## src/grc_pkg.sv

```systemverilog
// Constants and types shared by the gigabit repeater core
package grc_pkg;

  localparam int unsigned NUM_PORTS = 4;
  localparam int unsigned PORT_IDX_W = 2;
  localparam int unsigned OCTET_W = 8;
  localparam int unsigned BUS_W = NUM_PORTS * OCTET_W;

  // Timing in picoseconds and bit times
  localparam int unsigned CLK_PERIOD_PS = 4000;
  localparam int unsigned BIT_TIME_PS = 1000;
  localparam int unsigned PIPE_DEPTH = 2;
  localparam int unsigned START_PACKET_DELAY_BT = (PIPE_DEPTH * CLK_PERIOD_PS) / BIT_TIME_PS;
  localparam int unsigned START_JAM_DELAY_BT = (PIPE_DEPTH * CLK_PERIOD_PS) / BIT_TIME_PS;
  localparam int unsigned END_JAM_DELAY_BT = (PIPE_DEPTH * CLK_PERIOD_PS) / BIT_TIME_PS;
  localparam int unsigned DELAY_BUDGET_BT = 976;
  localparam int unsigned PACKET_DELAY_VAR_BT = 16;
  localparam int unsigned PREAMBLE_VAR_BT = 8;

  // Octet values driven on the transmit paths
  localparam logic [OCTET_W-1:0] JAM_OCTET = 8'h55;
  localparam logic [OCTET_W-1:0] ERR_OCTET = 8'h0f;
  localparam logic [OCTET_W-1:0] IDLE_OCTET = 8'h00;

  localparam logic [PORT_IDX_W-1:0] PORT_ZERO = 2'h0;

  typedef enum logic [2:0]
  {
    ST_IDLE = 3'b001,
    ST_REPEAT = 3'b010,
    ST_JAM = 3'b100
  } grc_state_t;

  // Number of set bits in a port vector
  function automatic logic [PORT_IDX_W:0] grc_count(input logic [NUM_PORTS-1:0] v);
    logic [PORT_IDX_W:0] n;
    n = '0;
    for (int i = 0; i < NUM_PORTS; i++)
    begin
      n = n + {{PORT_IDX_W{1'b0}}, v[i]};
    end
    return n;
  endfunction : grc_count

  // Lowest set bit of a port vector, zero when none
  function automatic logic [PORT_IDX_W-1:0] grc_lowest(input logic [NUM_PORTS-1:0] v);
    logic [PORT_IDX_W-1:0] idx;
    idx = PORT_ZERO;
    for (int i = NUM_PORTS - 1; i >= 0; i--)
    begin
      if (v[i])
      begin
        idx = PORT_IDX_W'(i);
      end
    end
    return idx;
  endfunction : grc_lowest

endpackage : grc_pkg

```

## src/grc_activity.sv

```systemverilog
// Receive activity and collision detector for the repeater ports
`timescale 1ns/1ps
module grc_activity
  import grc_pkg::*;
(
  input wire logic [grc_pkg::NUM_PORTS-1:0] rx_dv_i,
  input wire logic [grc_pkg::NUM_PORTS-1:0] rx_er_i,
  output logic [grc_pkg::NUM_PORTS-1:0] active_o,
  output logic any_o,
  output logic collision_o,
  output logic [grc_pkg::PORT_IDX_W-1:0] first_o
);

  logic [PORT_IDX_W:0] count;

  always_comb
  begin
    // Error without valid is a receive event too, so false carrier is seen
    active_o = rx_dv_i | rx_er_i;
    count = grc_count(active_o);
    any_o = (count != '0);
    collision_o = (count > (PORT_IDX_W + 1)'(1));
    first_o = grc_lowest(active_o);
  end

endmodule : grc_activity

```

## src/grc_core.sv

```systemverilog
// Forwarding, error substitution and jam logic of the repeater core
`timescale 1ns/1ps
module grc_core
  import grc_pkg::*;
(
  input wire logic mclk_i,
  input wire logic rstn_i,
  input wire logic ce_i,
  input wire logic [grc_pkg::NUM_PORTS-1:0] rx_dv_i,
  input wire logic [grc_pkg::NUM_PORTS-1:0] rx_er_i,
  input wire logic [grc_pkg::BUS_W-1:0] rxd_i,
  output logic [grc_pkg::NUM_PORTS-1:0] tx_en_o,
  output logic [grc_pkg::NUM_PORTS-1:0] tx_er_o,
  output logic [grc_pkg::BUS_W-1:0] txd_o,
  output logic collision_o,
  output logic repeating_o,
  output logic err_sub_o,
  output logic [grc_pkg::PORT_IDX_W-1:0] src_port_o
);

  // Input stage
  logic [NUM_PORTS-1:0] dv_reg;
  logic [NUM_PORTS-1:0] dv_next;
  logic [NUM_PORTS-1:0] er_reg;
  logic [NUM_PORTS-1:0] er_next;
  logic [BUS_W-1:0] rxd_reg;
  logic [BUS_W-1:0] rxd_next;

  // Control stage
  grc_state_t state_reg;
  grc_state_t state_next;
  logic [PORT_IDX_W-1:0] src_reg;
  logic [PORT_IDX_W-1:0] src_next;
  logic err_sub_reg;
  logic err_sub_next;
  logic repeating_reg;
  logic repeating_next;

  // Output stage
  logic [NUM_PORTS-1:0] tx_en_reg;
  logic [NUM_PORTS-1:0] tx_en_next;
  logic [NUM_PORTS-1:0] tx_er_reg;
  logic [NUM_PORTS-1:0] tx_er_next;
  logic [BUS_W-1:0] txd_reg;
  logic [BUS_W-1:0] txd_next;
  logic coll_reg;
  logic coll_next;

  // Detector results on the registered inputs
  logic [NUM_PORTS-1:0] active;
  logic any_active;
  logic collision;
  logic [PORT_IDX_W-1:0] first_port;

  // Source port view
  logic src_dv;
  logic src_er;
  logic src_active;
  logic [OCTET_W-1:0] src_octet;
  logic [OCTET_W-1:0] fwd_octet;
  logic fwd_en;
  logic fwd_er;

  // Inputs are taken as synchronous; one register stage aligns all ports
  // A low clock enable freezes every stage, so the outputs hold
  always_comb
  begin
    dv_next = rx_dv_i;
    er_next = rx_er_i;
    rxd_next = rxd_i;
  end

  always_ff @(posedge mclk_i or negedge rstn_i)
  begin
    if (!rstn_i)
    begin
      dv_reg <= '0;
      er_reg <= '0;
      rxd_reg <= '0;
    end
    else if (ce_i)
    begin
      dv_reg <= dv_next;
      er_reg <= er_next;
      rxd_reg <= rxd_next;
    end
  end

  grc_activity u_activity
  (
    .rx_dv_i (dv_reg),
    .rx_er_i (er_reg),
    .active_o (active),
    .any_o (any_active),
    .collision_o (collision),
    .first_o (first_port)
  );

  // Our own transmissions never show up as receive activity, so a port we
  // drive does not count toward collision; this relies on the PHY setting
  always_comb
  begin
    state_next = state_reg;
    src_next = src_reg;
    err_sub_next = err_sub_reg;
    unique case (state_reg)
      ST_IDLE:
      begin
        err_sub_next = 1'b0;
        if (collision)
        begin
          state_next = ST_JAM;
        end
        else if (any_active)
        begin
          state_next = ST_REPEAT;
          src_next = first_port;
        end
      end
      ST_REPEAT:
      begin
        if (collision)
        begin
          state_next = ST_JAM;
        end
        else if (!active[src_reg])
        begin
          // A new lone source may start in the same cycle the old one ends
          err_sub_next = 1'b0;
          if (any_active)
          begin
            src_next = first_port;
          end
          else
          begin
            state_next = ST_IDLE;
          end
        end
      end
      ST_JAM:
      begin
        if (!collision)
        begin
          // Jam ends at once; a survivor is repeated, but its packet is
          // already damaged, so the rest goes out as error
          if (any_active)
          begin
            state_next = ST_REPEAT;
            src_next = first_port;
            err_sub_next = 1'b1;
          end
          else
          begin
            state_next = ST_IDLE;
            err_sub_next = 1'b0;
          end
        end
      end
    endcase
    // A violation on the chosen source latches substitution until it ends,
    // the very first octet of a packet included
    if (state_next == ST_REPEAT)
    begin
      if (dv_reg[src_next] && er_reg[src_next])
      begin
        err_sub_next = 1'b1;
      end
    end
    // Registered so the status pin comes straight from a flop
    repeating_next = (state_next == ST_REPEAT);
  end

  always_ff @(posedge mclk_i or negedge rstn_i)
  begin
    if (!rstn_i)
    begin
      state_reg <= ST_IDLE;
      src_reg <= PORT_ZERO;
      err_sub_reg <= 1'b0;
      repeating_reg <= 1'b0;
    end
    else if (ce_i)
    begin
      state_reg <= state_next;
      src_reg <= src_next;
      err_sub_reg <= err_sub_next;
      repeating_reg <= repeating_next;
    end
  end

  // Forwarded octet from the source chosen for this cycle
  always_comb
  begin
    // Lane index follows the next source so a handover costs no cycle
    src_dv = dv_reg[src_next];
    src_er = er_reg[src_next];
    src_active = active[src_next];
    src_octet = rxd_reg[src_next * OCTET_W +: OCTET_W];
    fwd_en = src_dv;
    fwd_er = src_er;
    fwd_octet = src_octet;
    if (src_dv && (src_er || err_sub_next))
    begin
      // Violation and everything after it go out as error code-groups
      fwd_er = 1'b1;
      fwd_octet = ERR_OCTET;
    end
    if (!src_active)
    begin
      fwd_en = 1'b0;
      fwd_er = 1'b0;
      fwd_octet = IDLE_OCTET;
    end
  end

  // Same two-stage path for every packet keeps start delay fixed
  always_comb
  begin
    tx_en_next = '0;
    tx_er_next = '0;
    txd_next = '0;
    coll_next = 1'b0;
    for (int p = 0; p < NUM_PORTS; p++)
    begin
      unique case (state_next)
        ST_JAM:
        begin
          // Jam goes to every port, the colliding ones included
          tx_en_next[p] = 1'b1;
          txd_next[p * OCTET_W +: OCTET_W] = JAM_OCTET;
          coll_next = 1'b1;
        end
        ST_REPEAT:
        begin
          if (PORT_IDX_W'(p) != src_next)
          begin
            tx_en_next[p] = fwd_en;
            tx_er_next[p] = fwd_er;
            txd_next[p * OCTET_W +: OCTET_W] = fwd_octet;
          end
          else
          begin
            // The receiving port stays quiet so its PHY sees no echo
            tx_en_next[p] = 1'b0;
            tx_er_next[p] = 1'b0;
            txd_next[p * OCTET_W +: OCTET_W] = IDLE_OCTET;
          end
        end
        ST_IDLE:
        begin
          tx_en_next[p] = 1'b0;
          tx_er_next[p] = 1'b0;
          txd_next[p * OCTET_W +: OCTET_W] = IDLE_OCTET;
        end
      endcase
    end
  end

  // Fixed two-cycle latency: 8 bit times for packet start, jam start and
  // jam end alike, far inside the 976 bit time budget, with no variation
  always_ff @(posedge mclk_i or negedge rstn_i)
  begin
    if (!rstn_i)
    begin
      tx_en_reg <= '0;
      tx_er_reg <= '0;
      txd_reg <= '0;
      coll_reg <= 1'b0;
    end
    else if (ce_i)
    begin
      tx_en_reg <= tx_en_next;
      tx_er_reg <= tx_er_next;
      txd_reg <= txd_next;
      coll_reg <= coll_next;
    end
  end

  // Status outputs come straight from registers
  always_comb
  begin
    tx_en_o = tx_en_reg;
    tx_er_o = tx_er_reg;
    txd_o = txd_reg;
    collision_o = coll_reg;
    repeating_o = repeating_reg;
    err_sub_o = err_sub_reg;
    src_port_o = src_reg;
  end

endmodule : grc_core

```

## config.mk

```make
export PLATFORM = sky130hd
export DESIGN_NAME = grc_core
export DESIGN_NICKNAME = d
export VERILOG_FILES = /design/src/grc_pkg.sv /design/src/grc_activity.sv /design/src/grc_core.sv
export SDC_FILE = /design/constraint.sdc
export NUM_CORES = 1
export LEC_CHECK = 0
export ABC_AREA = 1
export BUFFER_PORTS_ARGS = -buffer_cell sky130_fd_sc_hd__buf_2
export CORE_AREA = 2 2 107 109
export CTS_CLUSTER_DIAMETER = 100
export CTS_CLUSTER_SIZE = 8
export DETAILED_ROUTE_END_ITERATION = 10
export DIE_AREA = 0 0 109 111
export GPL_TIMING_DRIVEN = 0
export PLACE_DENSITY = 0.7
export REMOVE_ABC_BUFFERS = 1
export SLEW_MARGIN = 20
export SYNTH_ARGS = -nofsm -noshare
export SYNTH_HDL_FRONTEND = slang
export SYNTH_SLANG_ARGS = --single-unit
```

## constraint.sdc

```tcl
create_clock -name mclk_i -period 4.1 [get_ports mclk_i]
set_input_delay 0.41 -clock mclk_i [delete_from_list [all_inputs] [get_ports mclk_i]]
set_output_delay 0.41 -clock mclk_i [all_outputs]
set_load 0.05 [all_outputs]
```

==> summary.log, run 1 <==
[final_layout] area growth from synthesis to layout 19.5%
[route] per-cell routed wire length 14.0 µm
[placed_design] cell area after placement 4810 µm²
[final_layout] most frequent standard cell in the layout excluding fill and tap cells sky130_fd_sc_hd__nand2_1
[clock_tree] number of buffers inserted by post-CTS setup repair 0
[power_and_ir_drop] switching portion of total power 43.4%
[global_routing] number of global-route vias before repair 3518
[floorplan] Core Box Area 11100 µm²
[synthesis] Mapped Cells 520
[timing] Clock Skew 0.00576 ns
[clock_tree] Num CTS Buffers 9
[setup_path] crit-path cells nor2_4, inv_1, ha_1, inv_1, fa_1, inv_1, ha_1, inv_1, nand3_1, inv_1, nand2_1, o21ai_0, nand2_1, nand2_1, nand2_2, inv_1, nand2_2, o21ai_2, nor2_4, nand3_1, o21ai_1
[power_and_ir_drop] Design Power 3.03 mW
[final_layout] commonest cells after routing, fill and taps aside 170 x sky130_fd_sc_hd__nand2_1, 87 x sky130_fd_sc_hd__dfrtp_1, 85 x sky130_fd_sc_hd__buf_2, 52 x sky130_fd_sc_hd__o21ai_0, 44 x sky130_fd_sc_hd__inv_1
[global_routing] total grt overflow 0
[setup_path] critical path data required time 4.33 ns
[timing] RSZ-0062 raised after global routing no
[synthesis] Main synth FF type sky130_fd_sc_hd__dfrtp_1
[synthesis] Cell variety after synth 33
[timing] final count of pins violating max slew 0
[setup_path] longest individual stage delay on the worst path 0.41 ns
[timing] accumulated negative setup slack 0 ns
[final_layout] area of the multi-input gates 1780 µm²
[synthesis] Mapped Area 4280 µm²
[clock_tree] # resized after CTS 0
[route] post-detailed-route count of antenna-violating nets 0
[route] DRT Wirelength 10500 µm
[placed_design] quantity of I/O buffers inserted on ports 87
[setup_path] buffers and inverters on the worst path 6
[clock_tree] Skew-Pair Late Insertion Delay 0.35 ns
[setup_path] peak fanout along the critical path 13
[timing] final critical-path required period 3.80 ns
[global_routing] global-route wire length before repair 17200 µm
[timing] number of endpoints with negative hold slack in the final report 0
[clock_tree] Clock Path Buffers 2
[timing] maximum achievable frequency 263 MHz
[route] number of vias in the routed layout 3669
[global_routing] antenna violations before repair 0
[final_layout] post-layout utilization of the core 46.2%
[timing] fin crit share 92.6%
[clock_tree] number of sinks on the clock net 88
[flow_run] number of maximum-capacitance constraint violations 0
[final_layout] fraction of final layout cells sized beyond drive strength 1 24.0%
[synthesis] Yosys warning total 0
[final_layout] final instance count without filler cells 747
[placed_design] routability-driven placement congestion ratio 0.842
[setup_path] type of element capturing the critical path register
[placed_design] Cells after DPL 730
[synthesis] #FFs+latches synth 88
[timing] WHS 0.00485 ns
[route] DRC marker count from the first detailed-route iteration 257
[setup_path] dominant delay contributor by cell family on the critical path simple AND/OR/NAND/NOR gates
[global_routing] pin count of the biggest net entering global routing 90
[placed_design] worst slack after detailed placement 0.218 ns
[floorplan] starting density of the core 38.6%
[placed_design] placed wire-length estimate 7250 µm
[power_and_ir_drop] cell area power density 593 nW/µm²
[power_and_ir_drop] leak pwr 2.54 nW
[synthesis] syn_area_per_cell 8.23 µm²
[route] via density per instance 4.91
[clock_tree] clock root cell sky130_fd_sc_hd__clkbuf_16
[floorplan] Die Outline Area 12100 µm²
[min_path] hold crit path type in -> async
[setup_path] critical path start-end classification reg -> reg
[timing] final setup vio count 0
[final_layout] antenna fix cells 0
[power_and_ir_drop] Sequential Power Share 33.3%
[power_and_ir_drop] IR drop worst, VDD 191 µV
[clock_tree] CTS tree yes
[clock_tree] register clock-pin slew on the reported worst setup and hold paths 0.06 ns
[global_routing] gr usage total 18.3%
[floorplan] boundary pin count 88
[final_layout] Post-Layout Inst Area 5110 µm²
[power_and_ir_drop] net switching power of the design 1.32 mW
[setup_path] CP max-delay cell sky130_fd_sc_hd__fa_1
[status] result of the run finished clean
[setup_path] Critical Path AT 4.03 ns
[setup_path] startpoint class of the critical path register
[final_layout] final net count 646
[final_layout] footprint of the flip-flops and latches 2200 µm²
[power_and_ir_drop] relative contribution of combinational cells to total power 39.3%
[floorplan] Die X-Extent 109 µm
[synthesis] ys async rst share 100%
[clock_tree] H-tree Lvls 3
[floorplan] Chip Height 111 µm
[setup_path] cell seen most often among critical-path stages sky130_fd_sc_hd__inv_1
[synthesis] sequential fraction of the synthesis area 51.5%
[timing] least setup slack across all paths after layout 0.302 ns
[power_and_ir_drop] Clk pwr share 27.4%
[floorplan] row cnt 39
[timing] max-slew headroom at the worst pin 44.4%
[route] drt drc 0
[route] Pre-antenna DRT Iters 5
[synthesis] EDFF count, synth 0
[final_layout] Filler Cells Inserted 1100
[power_and_ir_drop] Internal 1.71 mW
[timing] transition at the pin with the smallest max-transition slack 0.834 ns
==> layout make-up <==
class	instances	area share, %
clock buffers	10	4.48
clock inverters	6	1.30
inverters	50	3.67
multi-input cells	362	34.8
flip-flops and latches	88	43.1
well taps	143	3.50
repair buffers	88	9.15
==> worst register-to-register path: stages, from the launching register on <==
cell                      delay (ns)
sky130_fd_sc_hd__dfrtp_1        0.40
sky130_fd_sc_hd__nor2_4         0.17
sky130_fd_sc_hd__inv_1          0.06
sky130_fd_sc_hd__ha_1           0.27
sky130_fd_sc_hd__inv_1          0.05
sky130_fd_sc_hd__fa_1           0.41
sky130_fd_sc_hd__inv_1          0.07
sky130_fd_sc_hd__ha_1           0.22
sky130_fd_sc_hd__inv_1          0.06
sky130_fd_sc_hd__nand3_1        0.15
sky130_fd_sc_hd__inv_1          0.18
sky130_fd_sc_hd__nand2_1        0.07
sky130_fd_sc_hd__o21ai_0        0.14
sky130_fd_sc_hd__nand2_1        0.09
sky130_fd_sc_hd__nand2_1        0.10
sky130_fd_sc_hd__nand2_2        0.13
sky130_fd_sc_hd__inv_1          0.18
sky130_fd_sc_hd__nand2_2        0.16
sky130_fd_sc_hd__o21ai_2        0.30
sky130_fd_sc_hd__nor2_4         0.15
sky130_fd_sc_hd__nand3_1        0.24
sky130_fd_sc_hd__o21ai_1        0.09
==> power by group through the flow <==
stage	clock [mW]	sequential (mW)	combinational, mW
6_report	0.829	1.01	1.19
5_1_grt	0.877	1.02	1.31
4_1_cts	0.842	1.01	1.17
3_5_place_dp	0	1.03	1.16
3_3_place_gp	0	1.02	1.15
2_1_floorplan	0	1.16	0.691
==> synthesized netlist by cell type, drive strengths merged, types with 2 or more instances <==
master,count,area [µm²]
o21ai,60,308
a31oi,3,18.8
ha,3,37.5
a22oi,4,30.0
buf,7,65.1
inv,50,188
o22ai,4,25.0
a21oi,16,83.8
nand4,10,68.8
nand3,32,180
nor2,42,220
nand2,182,743
dfrtp,87,2180
clkbuf,14,52.6
nor3,2,15.0
==> routing by layer <==
| metal | track usage, % | vias up | routed length [µm] |
|---|---|---|---|
| li1 | - | 1830 | - |
| met1 | 26.0 | 1710 | 4820 |
| met2 | 26.9 | 112 | 4710 |
| met3 | 3.64 | 17 | 649 |
| met4 | 8.46 | 0 | 292 |
| met5 | 0 | - | 0 |
==> path summary, 6_finish.rpt <==
path,from,to,slack [ns],cells after the start
worst max register to register,er_reg[1],txd_o[5],0.30,21
worst max-delay path,er_reg[1],txd_o[5],0.30,21
min in group mclk_i,rxd_i[10],rxd_reg[10],0.26,3
worst min-delay path,rstn_i,dv_reg[1],0.005,1
max in group asynchronous,rstn_i,state_reg[0],3.44,2
worst min register to register,rxd_reg[8],rxd_reg[8],0.47,2
==> cells by family after synthesis <==
kind of cell | count (synthesis) | synth area share, %
buffers and inverters | 71 | 7.14
AO/OA/AOI/OAI | 88 | 11.1
AND/OR/NAND/NOR | 269 | 29.0
flip-flops | 88 | 51.5
adder cells (fa/ha/maj) | 4 | 1.35
==> timing repair <==
action	4_1_cts	5_1_grt
endpoints found under the setup margin	0	8
hold endpoints to repair	0	0
hold buffers	0	0
Power figures use the tool's default switching activity.
==> inputs of run 2 (changes only) <==
--- a/config.mk
+++ b/config.mk
@@ -14,6 +14,7 @@
 export DIE_AREA = 0 0 109 111
 export GPL_TIMING_DRIVEN = 0
 export PLACE_DENSITY = 0.7
+export RECOVER_POWER = 25
 export REMOVE_ABC_BUFFERS = 1
 export SLEW_MARGIN = 20
 export SYNTH_ARGS = -nofsm -noshare
==> summary.log, run 2 (synthesis results as in run 1) <==
[status] result of the run finished, violations left
[status] failing checks max-capacitance violations, max-slew violations
[setup_path] peak fanout along the critical path 13
[timing] final critical-path required period 3.79 ns
[route] number of vias in the routed layout 3704
[final_layout] antenna fix cells 0
[global_routing] number of global-route vias before repair 3518
[clock_tree] CTS tree yes
[setup_path] crit-path cells nor2_4, inv_1, ha_1, inv_1, fa_1, inv_1, ha_1, inv_1, nand3_1, inv_1, nand2_1, o21ai_0, nand2_1, nand2_1, nand2_2, inv_1, nand2_2, o21ai_2, nor2_4, nand3_1, o21ai_1
[setup_path] Critical Path AT 4.02 ns
[timing] final count of pins violating max slew 34
[setup_path] startpoint class of the critical path register
[floorplan] starting density of the core 38.6%
[route] via density per instance 4.96
[floorplan] Chip Height 111 µm
[final_layout] most frequent standard cell in the layout excluding fill and tap cells sky130_fd_sc_hd__nand2_1
[timing] max-slew headroom at the worst pin -16.8%
[global_routing] gr usage total 18.3%
[route] DRT Wirelength 10500 µm
[placed_design] placed wire-length estimate 7250 µm
[power_and_ir_drop] leak pwr 2.53 nW
[final_layout] Filler Cells Inserted 1105
[timing] maximum achievable frequency 264 MHz
[timing] Clock Skew 0.00663 ns
[global_routing] global-route wire length before repair 17200 µm
[clock_tree] clock root cell sky130_fd_sc_hd__clkbuf_16
[timing] fin crit share 92.4%
[route] post-detailed-route count of antenna-violating nets 0
[floorplan] boundary pin count 88
[global_routing] total grt overflow 0
[timing] final setup vio count 0
[floorplan] Die X-Extent 109 µm
[clock_tree] H-tree Lvls 3
[setup_path] longest individual stage delay on the worst path 0.41 ns
[final_layout] fraction of final layout cells sized beyond drive strength 1 23.8%
[setup_path] CP max-delay cell sky130_fd_sc_hd__fa_1
[route] DRC marker count from the first detailed-route iteration 268
[timing] number of endpoints with negative hold slack in the final report 0
[final_layout] area growth from synthesis to layout 18.9%
[global_routing] antenna violations before repair 0
[setup_path] cell seen most often among critical-path stages sky130_fd_sc_hd__inv_1
[power_and_ir_drop] cell area power density 594 nW/µm²
[floorplan] row cnt 39
[clock_tree] Num CTS Buffers 9
[clock_tree] register clock-pin slew on the reported worst setup and hold paths 0.06 ns
[power_and_ir_drop] IR drop worst, VDD 192 µV
[route] Pre-antenna DRT Iters 5
[setup_path] critical path start-end classification reg -> reg
[timing] accumulated negative setup slack 0 ns
[timing] RSZ-0062 raised after global routing no
[final_layout] post-layout utilization of the core 45.9%
[route] per-cell routed wire length 14.0 µm
[clock_tree] Skew-Pair Late Insertion Delay 0.34 ns
[clock_tree] Clock Path Buffers 2
[placed_design] routability-driven placement congestion ratio 0.842
[setup_path] critical path data required time 4.33 ns
[flow_run] number of maximum-capacitance constraint violations 1
[clock_tree] number of hold buffers added after CTS 0
[route] drt drc 0
[floorplan] Core Box Area 11100 µm²
[timing] transition at the pin with the smallest max-transition slack 1.75 ns
[setup_path] type of element capturing the critical path register
[final_layout] commonest cells after routing, fill and taps aside 170 x sky130_fd_sc_hd__nand2_1, 87 x sky130_fd_sc_hd__dfrtp_1, 85 x sky130_fd_sc_hd__buf_2, 52 x sky130_fd_sc_hd__o21ai_0, 44 x sky130_fd_sc_hd__inv_1
[global_routing] pin count of the biggest net entering global routing 90
[final_layout] final net count 646
[floorplan] Die Outline Area 12100 µm²
[clock_tree] number of sinks on the clock net 88
[placed_design] quantity of I/O buffers inserted on ports 87
[min_path] hold crit path type in -> reg
-- run 2: cell type report --
cell class                      count  area [µm²]  share of cell area [%]
Sequential cell                    88        2200                    43.3
Inverter                           50         188                    3.69
Clock inverter                      6        66.3                    1.30
Tap cell                          143         179                    3.52
Multi-Input combinational cell    362        1780                    35.0
Clock buffer                       10         229                    4.50
Timing Repair Buffer               88         442                    8.68
-- run 2: critical path, delay by kind of cell, from the launching register on --
kind                     cells  cell delay, ns
buffers and inverters        6            0.60
AO/OA/AOI/OAI                3            0.53
AND/OR/NAND/NOR              9            1.25
adder cells (fa/ha/maj)      3            0.90
flip-flops                   1            0.40
-- run 2: where the power goes --
part / switching (mW) / leakage [nW] / internal (mW)
Clock: 0.350 / 0.148 / 0.477
Sequential: 0.0591 / 1.04 / 0.950
Combinational: 0.901 / 1.34 / 0.283
-- run 2: stage by stage --
step / hold WS (ns) / instance area, µm² / total power [mW] / instances / worst slack, ns
floorplan: 0.114 / 4160 / 1.85 / 499 / 0.804
detailed placement: 0.385 / 4810 / 2.19 / 730 / 0.218
global placement: 0.455 / 4770 / 2.17 / 729 / -0.243
global route: 0.260 / 5090 / 3.20 / 747 / 0.00477
finish: 0.265 / 5090 / 3.02 / 747 / 0.313
CTS: 0.0133 / 5110 / 3.02 / 746 / 0.203
-- run 2: final timing paths --
kind	startpoint	to	slack [ns]	depth (start not counted)
worst max-delay path	er_reg[1]	txd_o[5]	0.31	21
worst min-delay path	rxd_i[23]	rxd_reg[23]	0.26	3
worst max register to register	er_reg[1]	txd_o[5]	0.31	21
worst min register to register	rxd_reg[8]	rxd_reg[8]	0.47	2
max in group asynchronous	rstn_i	tx_en_o[1]	1.41	2
min in group asynchronous	rstn_i	dv_reg[1]	0.53	1
-- run 2: timing repair --
action                                  in CTS  in global routing
resized for setup                            0                  0
setup buffers                                0                  0
endpoints found under the setup margin       0                  8
-- run 2: routing by layer --
metal	vias up	part of all wire [%]	track usage (%)
li1	1833	-	-
met4	0	2.7	8.46
met1	1750	46	26.0
met2	105	46	26.9
met5	-	0	0
met3	16	5.9	3.64
